File: src/osc_pkg.sv
`default_nettype none
package osc_pkg;

  // ---------------------------------------------------------------------------
  // register map (byte addresses on apb)
  // ---------------------------------------------------------------------------
  localparam logic [11:0] ADDR_CONTROL = 12'h000;
  localparam logic [11:0] ADDR_TUNE    = 12'h004;
  localparam logic [11:0] ADDR_TUNE2   = 12'h008;
  localparam logic [11:0] ADDR_KEY     = 12'h00c;

  // ---------------------------------------------------------------------------
  // control field positions
  // ---------------------------------------------------------------------------
  localparam int POS_CUR     = 12;
  localparam int POS_REQ     = 8;
  localparam int POS_LOCK    = 7;
  localparam int POS_PLL     = 5;
  localparam int POS_DITHER  = 4;
  localparam int POS_FAIL    = 3;
  localparam int POS_SEQEN   = 2;
  localparam int POS_SWITCH  = 0;

  // ---------------------------------------------------------------------------
  // source group codes and unlock keys
  // ---------------------------------------------------------------------------
  localparam logic [2:0] GRP_FRC      = 3'h0;
  localparam logic [2:0] GRP_FRC_PLL  = 3'h1;
  localparam logic [2:0] GRP_PRI      = 3'h2;
  localparam logic [2:0] GRP_PRI_PLL  = 3'h3;
  localparam logic [7:0] KEY_LO_1     = 8'h46;
  localparam logic [7:0] KEY_LO_2     = 8'h57;
  localparam logic [7:0] KEY_HI_1     = 8'h78;
  localparam logic [7:0] KEY_HI_2     = 8'h9a;
  localparam logic [3:0] TUNE_RESET   = 4'h0;

  typedef enum logic [1:0] {
    OSC_KEY_IDLE = 2'b00,
    OSC_KEY_ONE  = 2'b01,
    OSC_KEY_OPEN = 2'b10
  } osc_key_t;

  typedef enum logic [1:0] {
    OSC_SW_IDLE = 2'b00,
    OSC_SW_WAIT = 2'b01
  } osc_sw_t;

  typedef struct packed {
    logic [2:0]  current_source_group;
    logic [2:0]  requested_source_group;
    logic        config_lock;
    logic        pll_locked;
    logic        dither_enable;
    logic        clock_fail_flag;
    logic        tune_sequencer_enable;
    logic        switch_request;
    logic [15:0] tune;
    logic [15:0] tune2;
    osc_key_t    key_lo;
    osc_key_t    key_hi;
    osc_sw_t     sw;
    logic [3:0]  trim;
    logic        start_switch;
    logic [31:0] prdata;
    logic        init_done;
  } osc_state_t;

endpackage : osc_pkg
`default_nettype wire

File: src/osc_switch_tune.sv
// The placing of the registers and the APB interface to the registers were chosen for this implementation.
`default_nettype none
// Notes on behaviour
// current group reads 000 frc, 001 frc+pll, 010 primary, 011 primary+pll
// current group is frc in reset, loaded from initial group at first clock, then from requested group on switch done
// monitor failure forces current group to frc
// writable 3-bit requested group names the next switch target
// lock set with configuration bit 1 high rejects clock and pll changes
// lock bit ignores writes of zero, clears only at reset
// pll locked bit clears on reset, switch start, lock loss; sets on lock
// pll locked bit reads zero when current group has no pll
// dither enable bit turns pseudo-random dithering on or off
// fail flag set by monitor, cleared by reset, switch start, or software
// sequencer off uses base tune only; on selects by 3-bit pwm index
// index 001..011 selects sequence tune 1..3
// index 100..111 selects sequence tune 4..7 from second tuning register
// switch request cleared on reset, switch done, redundant switch, failover
// base tune is signed: 0000 centre, 0111 maximum, 1000 minimum
// initial group comes from nonvolatile bits; software may then change it
// unimplemented control bits 15, 11, 6 and 1 read zero
// software unlocks a byte with two key writes before one byte write
// config 1x no switching or monitor; 01 switching only; 00 both
// sequencer on with index 000 uses the base tune
// group updates only after new source runs; same-group request completes at once
module osc_switch_tune
  import osc_pkg::*;
(
  input  wire logic        clock_in,
  input  wire logic        rst_in,
  input  wire logic        psel_in,
  input  wire logic        penable_in,
  input  wire logic        pwrite_in,
  input  wire logic [11:0] paddr_in,
  input  wire logic [31:0] pwdata_in,
  input  wire logic [3:0]  pstrb_in,
  output logic             pready_out,
  output logic [31:0]      prdata_out,
  output logic             pslverr_out,
  input  wire logic [2:0]  initial_group_in,
  input  wire logic [1:0]  switch_monitor_config_in,
  input  wire logic        pll_lock_in,
  input  wire logic        source_ready_in,
  input  wire logic        failsafe_monitor_fail_in,
  input  wire logic [2:0]  pwm_index_in,
  output logic [2:0]       select_group_out,
  output logic             switch_start_out,
  output logic             dither_enable_out,
  output logic             monitor_enable_out,
  output logic [3:0]       frc_trim_out
);

  osc_state_t q;
  osc_state_t next_q;

  logic [2:0] pll_s;
  logic [2:0] rdy_s;
  logic [2:0] fail_s;
  logic [5:0] idx_s0;
  logic [5:0] idx_s1;
  logic       idx_ok;

  // ---------------------------------------------------------------------------
  // input synchronisers
  // ---------------------------------------------------------------------------
  always_ff @(posedge clock_in or posedge rst_in) begin
    if (rst_in) begin
      pll_s  <= 3'h0;
      rdy_s  <= 3'h0;
      fail_s <= 3'h0;
      idx_s0 <= 6'h00;
      idx_s1 <= 6'h00;
    end else begin
      pll_s  <= {pll_s[1:0], pll_lock_in};
      rdy_s  <= {rdy_s[1:0], source_ready_in};
      fail_s <= {fail_s[1:0], failsafe_monitor_fail_in};
      idx_s0 <= {idx_s0[2:0], pwm_index_in};
      // upper half: accepted index; lower half: last synchronised sample
      idx_s1 <= {idx_ok ? idx_s0[5:3] : idx_s1[5:3], idx_s0[5:3]};
    end
  end

  logic       pll_sync;
  logic       rdy_sync;
  logic       fail_rise;
  logic [2:0] pwm_idx;
  assign pll_sync  = pll_s[1];
  assign rdy_sync  = rdy_s[1];
  assign fail_rise = fail_s[1] & ~fail_s[2];
  // the index is a word from another domain: its bits may land in different
  // cycles, so it is accepted only once two synchronised samples agree
  assign idx_ok    = (idx_s0[5:3] == idx_s1[2:0]);
  assign pwm_idx   = idx_s1[5:3];

  // ---------------------------------------------------------------------------
  // apb decode
  // ---------------------------------------------------------------------------
  logic       wr_acc;
  logic       rd_acc;
  logic       mapped;
  logic       cfg_locked;
  logic       switching_ok;
  logic       monitor_ok;
  logic       pll_group;
  logic [31:0] ctrl_rd;

  assign wr_acc = psel_in & penable_in & pwrite_in;
  assign rd_acc = psel_in & penable_in & ~pwrite_in;
  assign mapped = (paddr_in == ADDR_CONTROL) | (paddr_in == ADDR_TUNE) |
                  (paddr_in == ADDR_TUNE2) | (paddr_in == ADDR_KEY);

  assign switching_ok = ~switch_monitor_config_in[1];
  assign monitor_ok   = (switch_monitor_config_in == 2'h0);
  assign cfg_locked   = q.config_lock & switch_monitor_config_in[1];
  assign pll_group    = (q.current_source_group == GRP_FRC_PLL) |
                        (q.current_source_group == GRP_PRI_PLL);

  always_comb begin
    ctrl_rd = 32'h0;
    ctrl_rd[POS_CUR +: 3] = q.current_source_group;
    ctrl_rd[POS_REQ +: 3] = q.requested_source_group;
    ctrl_rd[POS_LOCK]     = q.config_lock;
    ctrl_rd[POS_PLL]      = q.pll_locked & pll_group;
    ctrl_rd[POS_DITHER]   = q.dither_enable;
    ctrl_rd[POS_FAIL]     = q.clock_fail_flag;
    ctrl_rd[POS_SEQEN]    = q.tune_sequencer_enable;
    ctrl_rd[POS_SWITCH]   = q.switch_request;
  end

  // ---------------------------------------------------------------------------
  // next state
  // ---------------------------------------------------------------------------
  logic lo_ok;
  logic hi_ok;
  logic key_wr;
  logic ctl_wr;

  always_comb begin
    next_q = q;
    next_q.start_switch = 1'b0;
    key_wr = wr_acc & (paddr_in == ADDR_KEY);
    ctl_wr = wr_acc & (paddr_in == ADDR_CONTROL);
    lo_ok  = (q.key_lo == OSC_KEY_OPEN);
    hi_ok  = (q.key_hi == OSC_KEY_OPEN);

    // ---------------------------------------------------------------------------
    // initial group taken at first clock after reset
    // ---------------------------------------------------------------------------
    if (!q.init_done) begin
      next_q.init_done              = 1'b1;
      next_q.current_source_group   = initial_group_in;
      next_q.requested_source_group = initial_group_in;
    end

    // ---------------------------------------------------------------------------
    // unlock windows: a key pair opens one following write
    // ---------------------------------------------------------------------------
    if (wr_acc) begin
      unique case (q.key_lo)
        OSC_KEY_IDLE: next_q.key_lo = (key_wr && pwdata_in[7:0] == KEY_LO_1) ?
                                      OSC_KEY_ONE : OSC_KEY_IDLE;
        OSC_KEY_ONE:  next_q.key_lo = (key_wr && pwdata_in[7:0] == KEY_LO_2) ?
                                      OSC_KEY_OPEN : OSC_KEY_IDLE;
        OSC_KEY_OPEN: next_q.key_lo = OSC_KEY_IDLE;
        default:      next_q.key_lo = OSC_KEY_IDLE;
      endcase
      unique case (q.key_hi)
        OSC_KEY_IDLE: next_q.key_hi = (key_wr && pwdata_in[15:8] == KEY_HI_1) ?
                                      OSC_KEY_ONE : OSC_KEY_IDLE;
        OSC_KEY_ONE:  next_q.key_hi = (key_wr && pwdata_in[15:8] == KEY_HI_2) ?
                                      OSC_KEY_OPEN : OSC_KEY_IDLE;
        OSC_KEY_OPEN: next_q.key_hi = OSC_KEY_IDLE;
        default:      next_q.key_hi = OSC_KEY_IDLE;
      endcase
    end

    // ---------------------------------------------------------------------------
    // control register writes
    // ---------------------------------------------------------------------------
    if (ctl_wr && pstrb_in[1] && hi_ok && !cfg_locked) begin
      next_q.requested_source_group = pwdata_in[POS_REQ +: 3];
    end
    if (ctl_wr && pstrb_in[0] && lo_ok) begin
      if (pwdata_in[POS_LOCK]) begin
        next_q.config_lock = 1'b1;
      end
      next_q.dither_enable         = pwdata_in[POS_DITHER];
      next_q.tune_sequencer_enable = pwdata_in[POS_SEQEN];
      if (!pwdata_in[POS_FAIL]) begin
        next_q.clock_fail_flag = 1'b0;
      end
      if (pwdata_in[POS_SWITCH] && switching_ok && !cfg_locked) begin
        next_q.switch_request = 1'b1;
      end
    end

    // ---------------------------------------------------------------------------
    // tuning register writes
    // ---------------------------------------------------------------------------
    if (wr_acc && paddr_in == ADDR_TUNE && !cfg_locked) begin
      if (pstrb_in[0]) next_q.tune[7:0]  = pwdata_in[7:0];
      if (pstrb_in[1]) next_q.tune[15:8] = pwdata_in[15:8];
    end
    if (wr_acc && paddr_in == ADDR_TUNE2 && !cfg_locked) begin
      if (pstrb_in[0]) next_q.tune2[7:0]  = pwdata_in[7:0];
      if (pstrb_in[1]) next_q.tune2[15:8] = pwdata_in[15:8];
    end

    // ---------------------------------------------------------------------------
    // switch sequencer
    // ---------------------------------------------------------------------------
    unique case (q.sw)
      OSC_SW_IDLE: begin
        if (q.switch_request) begin
          if (q.requested_source_group == q.current_source_group) begin
            next_q.switch_request = 1'b0;
          end else begin
            next_q.sw              = OSC_SW_WAIT;
            next_q.start_switch    = 1'b1;
            next_q.pll_locked      = 1'b0;
            next_q.clock_fail_flag = 1'b0;
          end
        end
      end
      OSC_SW_WAIT: begin
        if (rdy_sync && !q.start_switch) begin
          next_q.current_source_group = q.requested_source_group;
          next_q.switch_request       = 1'b0;
          next_q.sw                   = OSC_SW_IDLE;
        end
      end
      default: next_q.sw = OSC_SW_IDLE;
    endcase

    // ---------------------------------------------------------------------------
    // pll lock tracking outside a switch start
    // ---------------------------------------------------------------------------
    if (!next_q.start_switch) begin
      if (!pll_sync) next_q.pll_locked = 1'b0;
      else if (q.sw == OSC_SW_IDLE) next_q.pll_locked = 1'b1;
    end

    // ---------------------------------------------------------------------------
    // monitor failover has the last word
    // ---------------------------------------------------------------------------
    if (fail_rise && monitor_ok) begin
      next_q.clock_fail_flag      = 1'b1;
      next_q.current_source_group = GRP_FRC;
      next_q.switch_request       = 1'b0;
      next_q.sw                   = OSC_SW_IDLE;
      // a start in the same cycle would steer away from fast rc again
      next_q.start_switch         = 1'b0;
    end

    // ---------------------------------------------------------------------------
    // tune selection
    // ---------------------------------------------------------------------------
    if (!q.tune_sequencer_enable || pwm_idx == 3'h0) begin
      next_q.trim = q.tune[3:0];
    end else if (!pwm_idx[2]) begin
      next_q.trim = q.tune[pwm_idx * 4 +: 4];
    end else begin
      next_q.trim = q.tune2[pwm_idx[1:0] * 4 +: 4];
    end

    // ---------------------------------------------------------------------------
    // read data
    // ---------------------------------------------------------------------------
    next_q.prdata = 32'h0;
    if (psel_in && !penable_in && !pwrite_in) begin
      unique case (paddr_in)
        ADDR_CONTROL: next_q.prdata = ctrl_rd;
        ADDR_TUNE:    next_q.prdata = {16'h0, q.tune};
        ADDR_TUNE2:   next_q.prdata = {16'h0, q.tune2};
        default:      next_q.prdata = 32'h0;
      endcase
    end
    if (rd_acc) begin
      next_q.prdata = q.prdata;
    end
  end

  // ---------------------------------------------------------------------------
  // state register
  // ---------------------------------------------------------------------------
  always_ff @(posedge clock_in or posedge rst_in) begin
    if (rst_in) begin
      q                      <= '0;
      q.current_source_group <= GRP_FRC;
      q.tune                 <= {4{TUNE_RESET}};
      q.tune2                <= {4{TUNE_RESET}};
      q.key_lo               <= OSC_KEY_IDLE;
      q.key_hi               <= OSC_KEY_IDLE;
      q.sw                   <= OSC_SW_IDLE;
    end else begin
      q <= next_q;
    end
  end

  // ---------------------------------------------------------------------------
  // outputs
  // ---------------------------------------------------------------------------
  assign pready_out         = 1'b1;
  assign pslverr_out        = psel_in & penable_in & ~mapped;
  assign prdata_out         = q.prdata;
  assign select_group_out   = q.current_source_group;
  assign switch_start_out   = q.start_switch;
  assign dither_enable_out  = q.dither_enable;
  assign monitor_enable_out = monitor_ok;
  assign frc_trim_out       = q.trim;

endmodule : osc_switch_tune
`default_nettype wire

File: config.mk
export PLATFORM = sky130hd
export DESIGN_NAME = osc_switch_tune
export DESIGN_NICKNAME = d
export VERILOG_FILES = /design/src/osc_pkg.sv /design/src/osc_switch_tune.sv
export SDC_FILE = /design/constraint.sdc
export NUM_CORES = 1
export LEC_CHECK = 0
export BUFFER_PORTS_ARGS = -buffer_cell sky130_fd_sc_hd__buf_2
export CAP_MARGIN = 20
export CORE_MARGIN = 2
export CORE_UTILIZATION = 40
export CTS_CLUSTER_SIZE = 40
export DETAILED_ROUTE_END_ITERATION = 12
export GPL_TIMING_DRIVEN = 0
export HOLD_SLACK_MARGIN = 0.12
export SETUP_SLACK_MARGIN = 0.3
export SKIP_CTS_REPAIR_TIMING = 1
export SLEW_MARGIN = 30
export SYNTH_ARGS = -nofsm -noshare
export SYNTH_HDL_FRONTEND = slang
export SYNTH_SLANG_ARGS = --single-unit
File: constraint.sdc
create_clock -name clock_in -period 4.1 [get_ports clock_in]
set_clock_uncertainty 0.1 [all_clocks]
set_input_delay 1.23 -clock clock_in [delete_from_list [all_inputs] [get_ports clock_in]]
set_output_delay 1.23 -clock clock_in [all_outputs]
set_load 0.005 [all_outputs]
======== After elaboration in Yosys (flattened, before gate mapping) ========
Index checks and enable logic that the tools add are counted.
word-level totals
  register bits after elaboration ......... 107
  bits in latches ......................... 0
  RAM bits ................................ 0
  bits in read-only memories .............. 0
  input bits .............................. 64
  output and inout port bits .............. 44
  logic and storage cells ................. 143
  memories ................................ 0
operators by class
  add/sub/neg operators ................... 0
  multipliers ............................. 0
  div/mod/pow operators ................... 0
  order comparisons ....................... 0
  eq/ne operators ......................... 20
  shift-type cells ........................ 2
  multiplexer cells ....................... 42
  bitwise gates (word level) .............. 17
  reductions and logical operators ........ 37
operators with widths
  cell                   number
  $pmux W16 S3           1
  $eq A12 B4 Y1 const B  2
  $eq A8 B7 Y1 const B   3
  $mux W1                22
  $logic_and A1 B1 Y1    19
  $mux W16               1
  $shiftx A16 B5 Y4      1
  $shiftx A16 B6 Y4      1
  $mux W3                5
  $eq A12 B3 Y1 const B  1
  $logic_not A12 Y1      1
  $mux W2                6
  $pmux W2 S2            3
  $reduce_and A2 Y1      5
  $and A1 B1 Y1          9
  $eq A8 B8 Y1 const B   1
  $logic_not A2 Y1       4
  $mux W4                2
  $eq A2 B1 Y1 const B   3
  $eq A3 B3 Y1           2
  $mux W6                1
  $ne A3 B2 Y1 const B   2
  $logic_not A1 Y1       5
  $eq A2 B2 Y1 const B   2
  other kinds (10)       16

======== Logic depth before layout (Yosys ltp) ========
  word-level depth ........................ 10
  gate-level depth with buffers ........... 7

======== Least setup slack after synthesis ========
OpenSTA, ideal clock, no wires.
  path type ............................... input -> output
  start ................................... input port paddr_in[7]
  end ..................................... output port pslverr_out
  arrival time ............................ 1740 ps
  data required time ...................... 2770 ps
  setup slack ............................. 1030 ps
  stages .................................. 2
  buffers on the path ..................... 0
  cells stage by stage .................... nor4_4 a31oi_1
between the ends
  longest elaborated chain between the ends .. 6
ends and longest elaborated chain
  element                                                    line                    source
  start: declaration                                         osc_switch_tune.sv:33   input wire logic [11:0] paddr_in,
  $eq A12 B3 Y1 / $logic_not A12 Y1 (equally long branches)  osc_switch_tune.sv:108  assign mapped = (paddr_in == ADDR_CONTROL) | (paddr_in == ADDR_TUNE) |
  $or A1 B1 Y1 (2 in a row)                                  osc_switch_tune.sv:108
  $or A1 B1 Y1 (*)                                           osc_switch_tune.sv:109  (paddr_in == ADDR_TUNE2) | (paddr_in == ADDR_KEY);
  $not A1 Y1 (*)                                             osc_switch_tune.sv:303  assign pslverr_out = psel_in & penable_in & ~mapped;
  $and A1 B1 Y1 (*)                                          osc_switch_tune.sv:303
  end: declaration                                           osc_switch_tune.sv:38   output logic pslverr_out,
Every way passes the cells marked *; elsewhere a longest branch is shown, timed or not.

======== Worst setup path after layout ========
  start ................................... input port paddr_in[1]
  end ..................................... output port pslverr_out
The elaborated chain is that of the path after synthesis.

==> flow_summary.json <==
{
  "status": "complete, no violations",
  "ys_ff_latch": 90,
  "p_sw_frac": 0.267,
  "wl_um": 10100,
  "multi_input_area_um2": 1900,
  "tightest_slew_ns": 0.849,
  "first_iter_violations": 104,
  "startpoint": "paddr_in[1]",
  "vias_per_cell": 5.01,
  "cts_tree": "done",
  "grt_pass1_vias": 2996,
  "period_share": 0.818,
  "dieArea_um2": 12000,
  "worstSetupStartpointType": "primary input",
  "cts.htree.levels": 3,
  "placementRows": 38,
  "placed_area_um2": 5080,
  "route.vias.total": 3049,
  "drt-wirelength-per-cell_um": 16.6,
  "p_clk_frac": 0.344,
  "min_from": "idx_s0[0]$_DFF_PP0_",
  "cts.sinks": 90,
  "synth_cells": 365,
  "nFillCells": 1041,
  "syn_area_um2": 4450,
  "slowest_delay_ns": 0.40,
  "hold_class": "reg2reg",
  "crit_chain": "buf_2, nor4_4, a31oi_1, buf_2",
  "slew-limit-headroom": 0.427,
  "track_usage": 0.183,
  "seq_area_um2": 2250,
  "diodes": 0,
  "yosys_warnings": 0,
  "rsz0062_at_grt": "false",
  "internal-power_mw": 1.30,
  "fmax_mhz": 298,
  "final_cells": 609,
  "grt_start_max_net_pins": 54,
  "place_congestion": 0.876,
  "gr-total-overflow": 0,
  "finalSetupTns_ns": 0,
  "ant_nets": 0,
  "crit_buf_inv": 2,
  "postSynthAreaPerCell_um2": 12.2,
  "drive_above_1_share": 0.405,
  "port_buffers": 71,
  "seq_area_frac_synth": 0.506,
  "cp_max_fo": 4,
  "cts_buffers": 9,
  "worst_path_most_repeated_cell": "buf_2",
  "die_h_um": 110,
  "drv_cap": 0,
  "synthArstFlopShare": 1.00,
  "core_um2": 10800,
  "fin_util": 0.487,
  "path_clk_slew_ns": 0.09,
  "drc": 0,
  "crit_path_top_delay_cell": "nor4_4",
  "clock-root-buffer": "clkbuf_8",
  "post-place-cells": 593,
  "worst_skew_pair.late_latency_ns": 0.37,
  "ys.flop_type": "dfrtp_1",
  "required_ns": 2.77,
  "max-vdd-ir-drop_uv": 129,
  "p_seq_frac": 0.525,
  "clk_path_buf_depth": 2,
  "synth_edf_count": 0,
  "p_sw_mw": 0.472,
  "slew_violations": 0,
  "die_w_um": 110,
  "period_needed_ns": 3.35,
  "power_mw": 1.77,
  "grt_antenna_before_repair": 0,
  "hold_viol_final": 0,
  "path_class": "in2out",
  "initial_core_util": 0.411,
  "critical_path_arrival_ns": 2.02,
  "endpoint_kind": "output pin",
  "final_area_um2": 5280,
  "hpwl_um": 7710,
  "pwr_density_cell_nw_per_um2": 335,
  "p_leak_nw": 2.61,
  "firstDrtPassIters": 5,
  "yosysUniqueCellTypes": 46,
  "setup_violations": 0,
  "ios": 108,
  "grt_pass1_wl_um": 16100,
  "syn_to_final_growth_pct": 18.5,
  "timing.rr.start": "idx_s1[3]$_DFFE_PP0N_",
  "critPathTopFamily": "simple AND/OR/NAND/NOR gates",
  "pwr-share-comb": 0.131,
  "layout.nets": 528
}
[Yosys cell counts (2+ instances only)]
| cell | n | area share |
|---|---|---|
| mux2_2 | 26 | 0.066 |
| dfrtp_1 | 90 | 0.51 |
| nor4b_1 | 2 | 0.0039 |
| nor4_4 | 2 | 0.0096 |
| nor2_1 | 16 | 0.013 |
| and3b_1 | 2 | 0.0039 |
| nor3b_1 | 2 | 0.0034 |
| mux4_2 | 4 | 0.020 |
| a21oi_1 | 6 | 0.0067 |
| o21ai_0 | 19 | 0.021 |
| clkbuf_1 | 9 | 0.0076 |
| mux2_4 | 16 | 0.054 |
| buf_4 | 40 | 0.067 |
| a22o_1 | 20 | 0.039 |
| nand2b_1 | 2 | 0.0028 |
| xor2_1 | 5 | 0.0098 |
| nand2_1 | 28 | 0.024 |
| buf_2 | 4 | 0.0045 |
| a211oi_1 | 5 | 0.0084 |
| nor2b_1 | 3 | 0.0042 |
| nand3_1 | 6 | 0.0067 |
| mux2i_1 | 20 | 0.045 |
| nand4_1 | 4 | 0.0056 |
| conb_1 | 2 | 0.0017 |
| or4_1 | 2 | 0.0034 |
| or3_1 | 3 | 0.0042 |
| nor3_4 | 4 | 0.015 |
| o31ai_1 | 2 | 0.0034 |
| o41ai_1 | 2 | 0.0039 |
| inv_1 | 3 | 0.0025 |
[worst paths after layout]
| check | end | cells after the start | slack, ns |
|---|---|---|---|
| hold / removal | idx_s0[3]$_DFF_PP0_ | 0 | 0.26 |
| setup / recovery | pslverr_out | 4 | 0.75 |
| max in group asynchronous | q[55]$_DFFE_PP0P_ | 3 | 2.58 |
| setup reg to reg | frc_trim_out[0]$_DFF_PP0_ | 4 | 2.08 |
| hold reg to reg | idx_s0[3]$_DFF_PP0_ | 0 | 0.26 |
| min in group asynchronous | q[44]$_DFFE_PP0P_ | 2 | 0.75 |
[stage by stage]
stage | worst slack, ns | hold WS, ns
after floorplan | 0.435 | 0.231
after global placement | -0.639 | 0.232
after detailed placement | 0.735 | 0.235
after CTS | 0.735 | 0.255
after global routing | 0.683 | 0.263
final | 0.745 | 0.255
[sequential cells by signal, indices dropped and copies added (netlist names)]
| name | flops |
|---|---|
| frc_trim_out | 4 |
| dither_enable_out | 1 |
| rdy_s | 2 |
| q | 39 |
| fail_s | 3 |
| select_group_out | 3 |
| idx_s0 | 6 |
| idx_s1 | 6 |
| prdata_out | 16 |
| switch_start_out | 1 |
| ctrl_rd | 7 |
| pll_s | 2 |
[layer usage]
layer,wire [um],track usage,up-vias
met4,263,0.0868,0
met5,0,0,-
li1,-,-,1462
met2,4680,0.284,93
met1,4660,0.246,1475
met3,488,0.0373,19
[cell families (layout without fill, tap and decap cells)]
family	count (synthesis)	in the layout	share of synthesized area
multiplexers	66	66	0.185
XOR/XNOR	6	6	0.0118
AND/OR/NAND/NOR	82	82	0.114
buffers and inverters	57	145	0.0829
flip-flops	90	90	0.506
other	2	18	0.00169
AO/OA/AOI/OAI	62	62	0.0992
[final cells by class]
cell class                      count  area share
Multi-Input combinational cell    234       0.360
Buffer                             54      0.0678
Tap cell                          140      0.0332
Clock inverter                      6      0.0126
Clock buffer                       10      0.0242
Timing Repair Buffer               72      0.0725
Sequential cell                    90       0.427
Inverter                            3     0.00308
[placed cells by master (no fill, tap or decap), types with 3 or more instances in the layout]
cell,n
nand4_1,4
o21ai_0,19
a211oi_1,5
buf_4,40
clkbuf_8,9
nor3_4,4
mux2_4,16
or3_1,3
clkbuf_1,10
nor2_1,16
conb_1,18
mux4_2,4
buf_2,75
mux2_2,26
a22o_1,20
nor2b_1,3
mux2i_1,20
a21oi_1,6
nand3_1,6
xor2_1,5
dfrtp_1,90
clkinvlp_4,3
nand2_1,28
[power groups by stage]
stage | Clock (mW) | Sequential (mW) | Combinational, mW
global placement | 0 | 0.947 | 0.226
floorplan | 0 | 0.940 | 0.158
global route | 0.659 | 0.933 | 0.260
finish | 0.608 | 0.929 | 0.232
CTS | 0.625 | 0.930 | 0.235
detailed placement | 0 | 0.947 | 0.234
No activity file was read; power rests on OpenSTA's default activity.
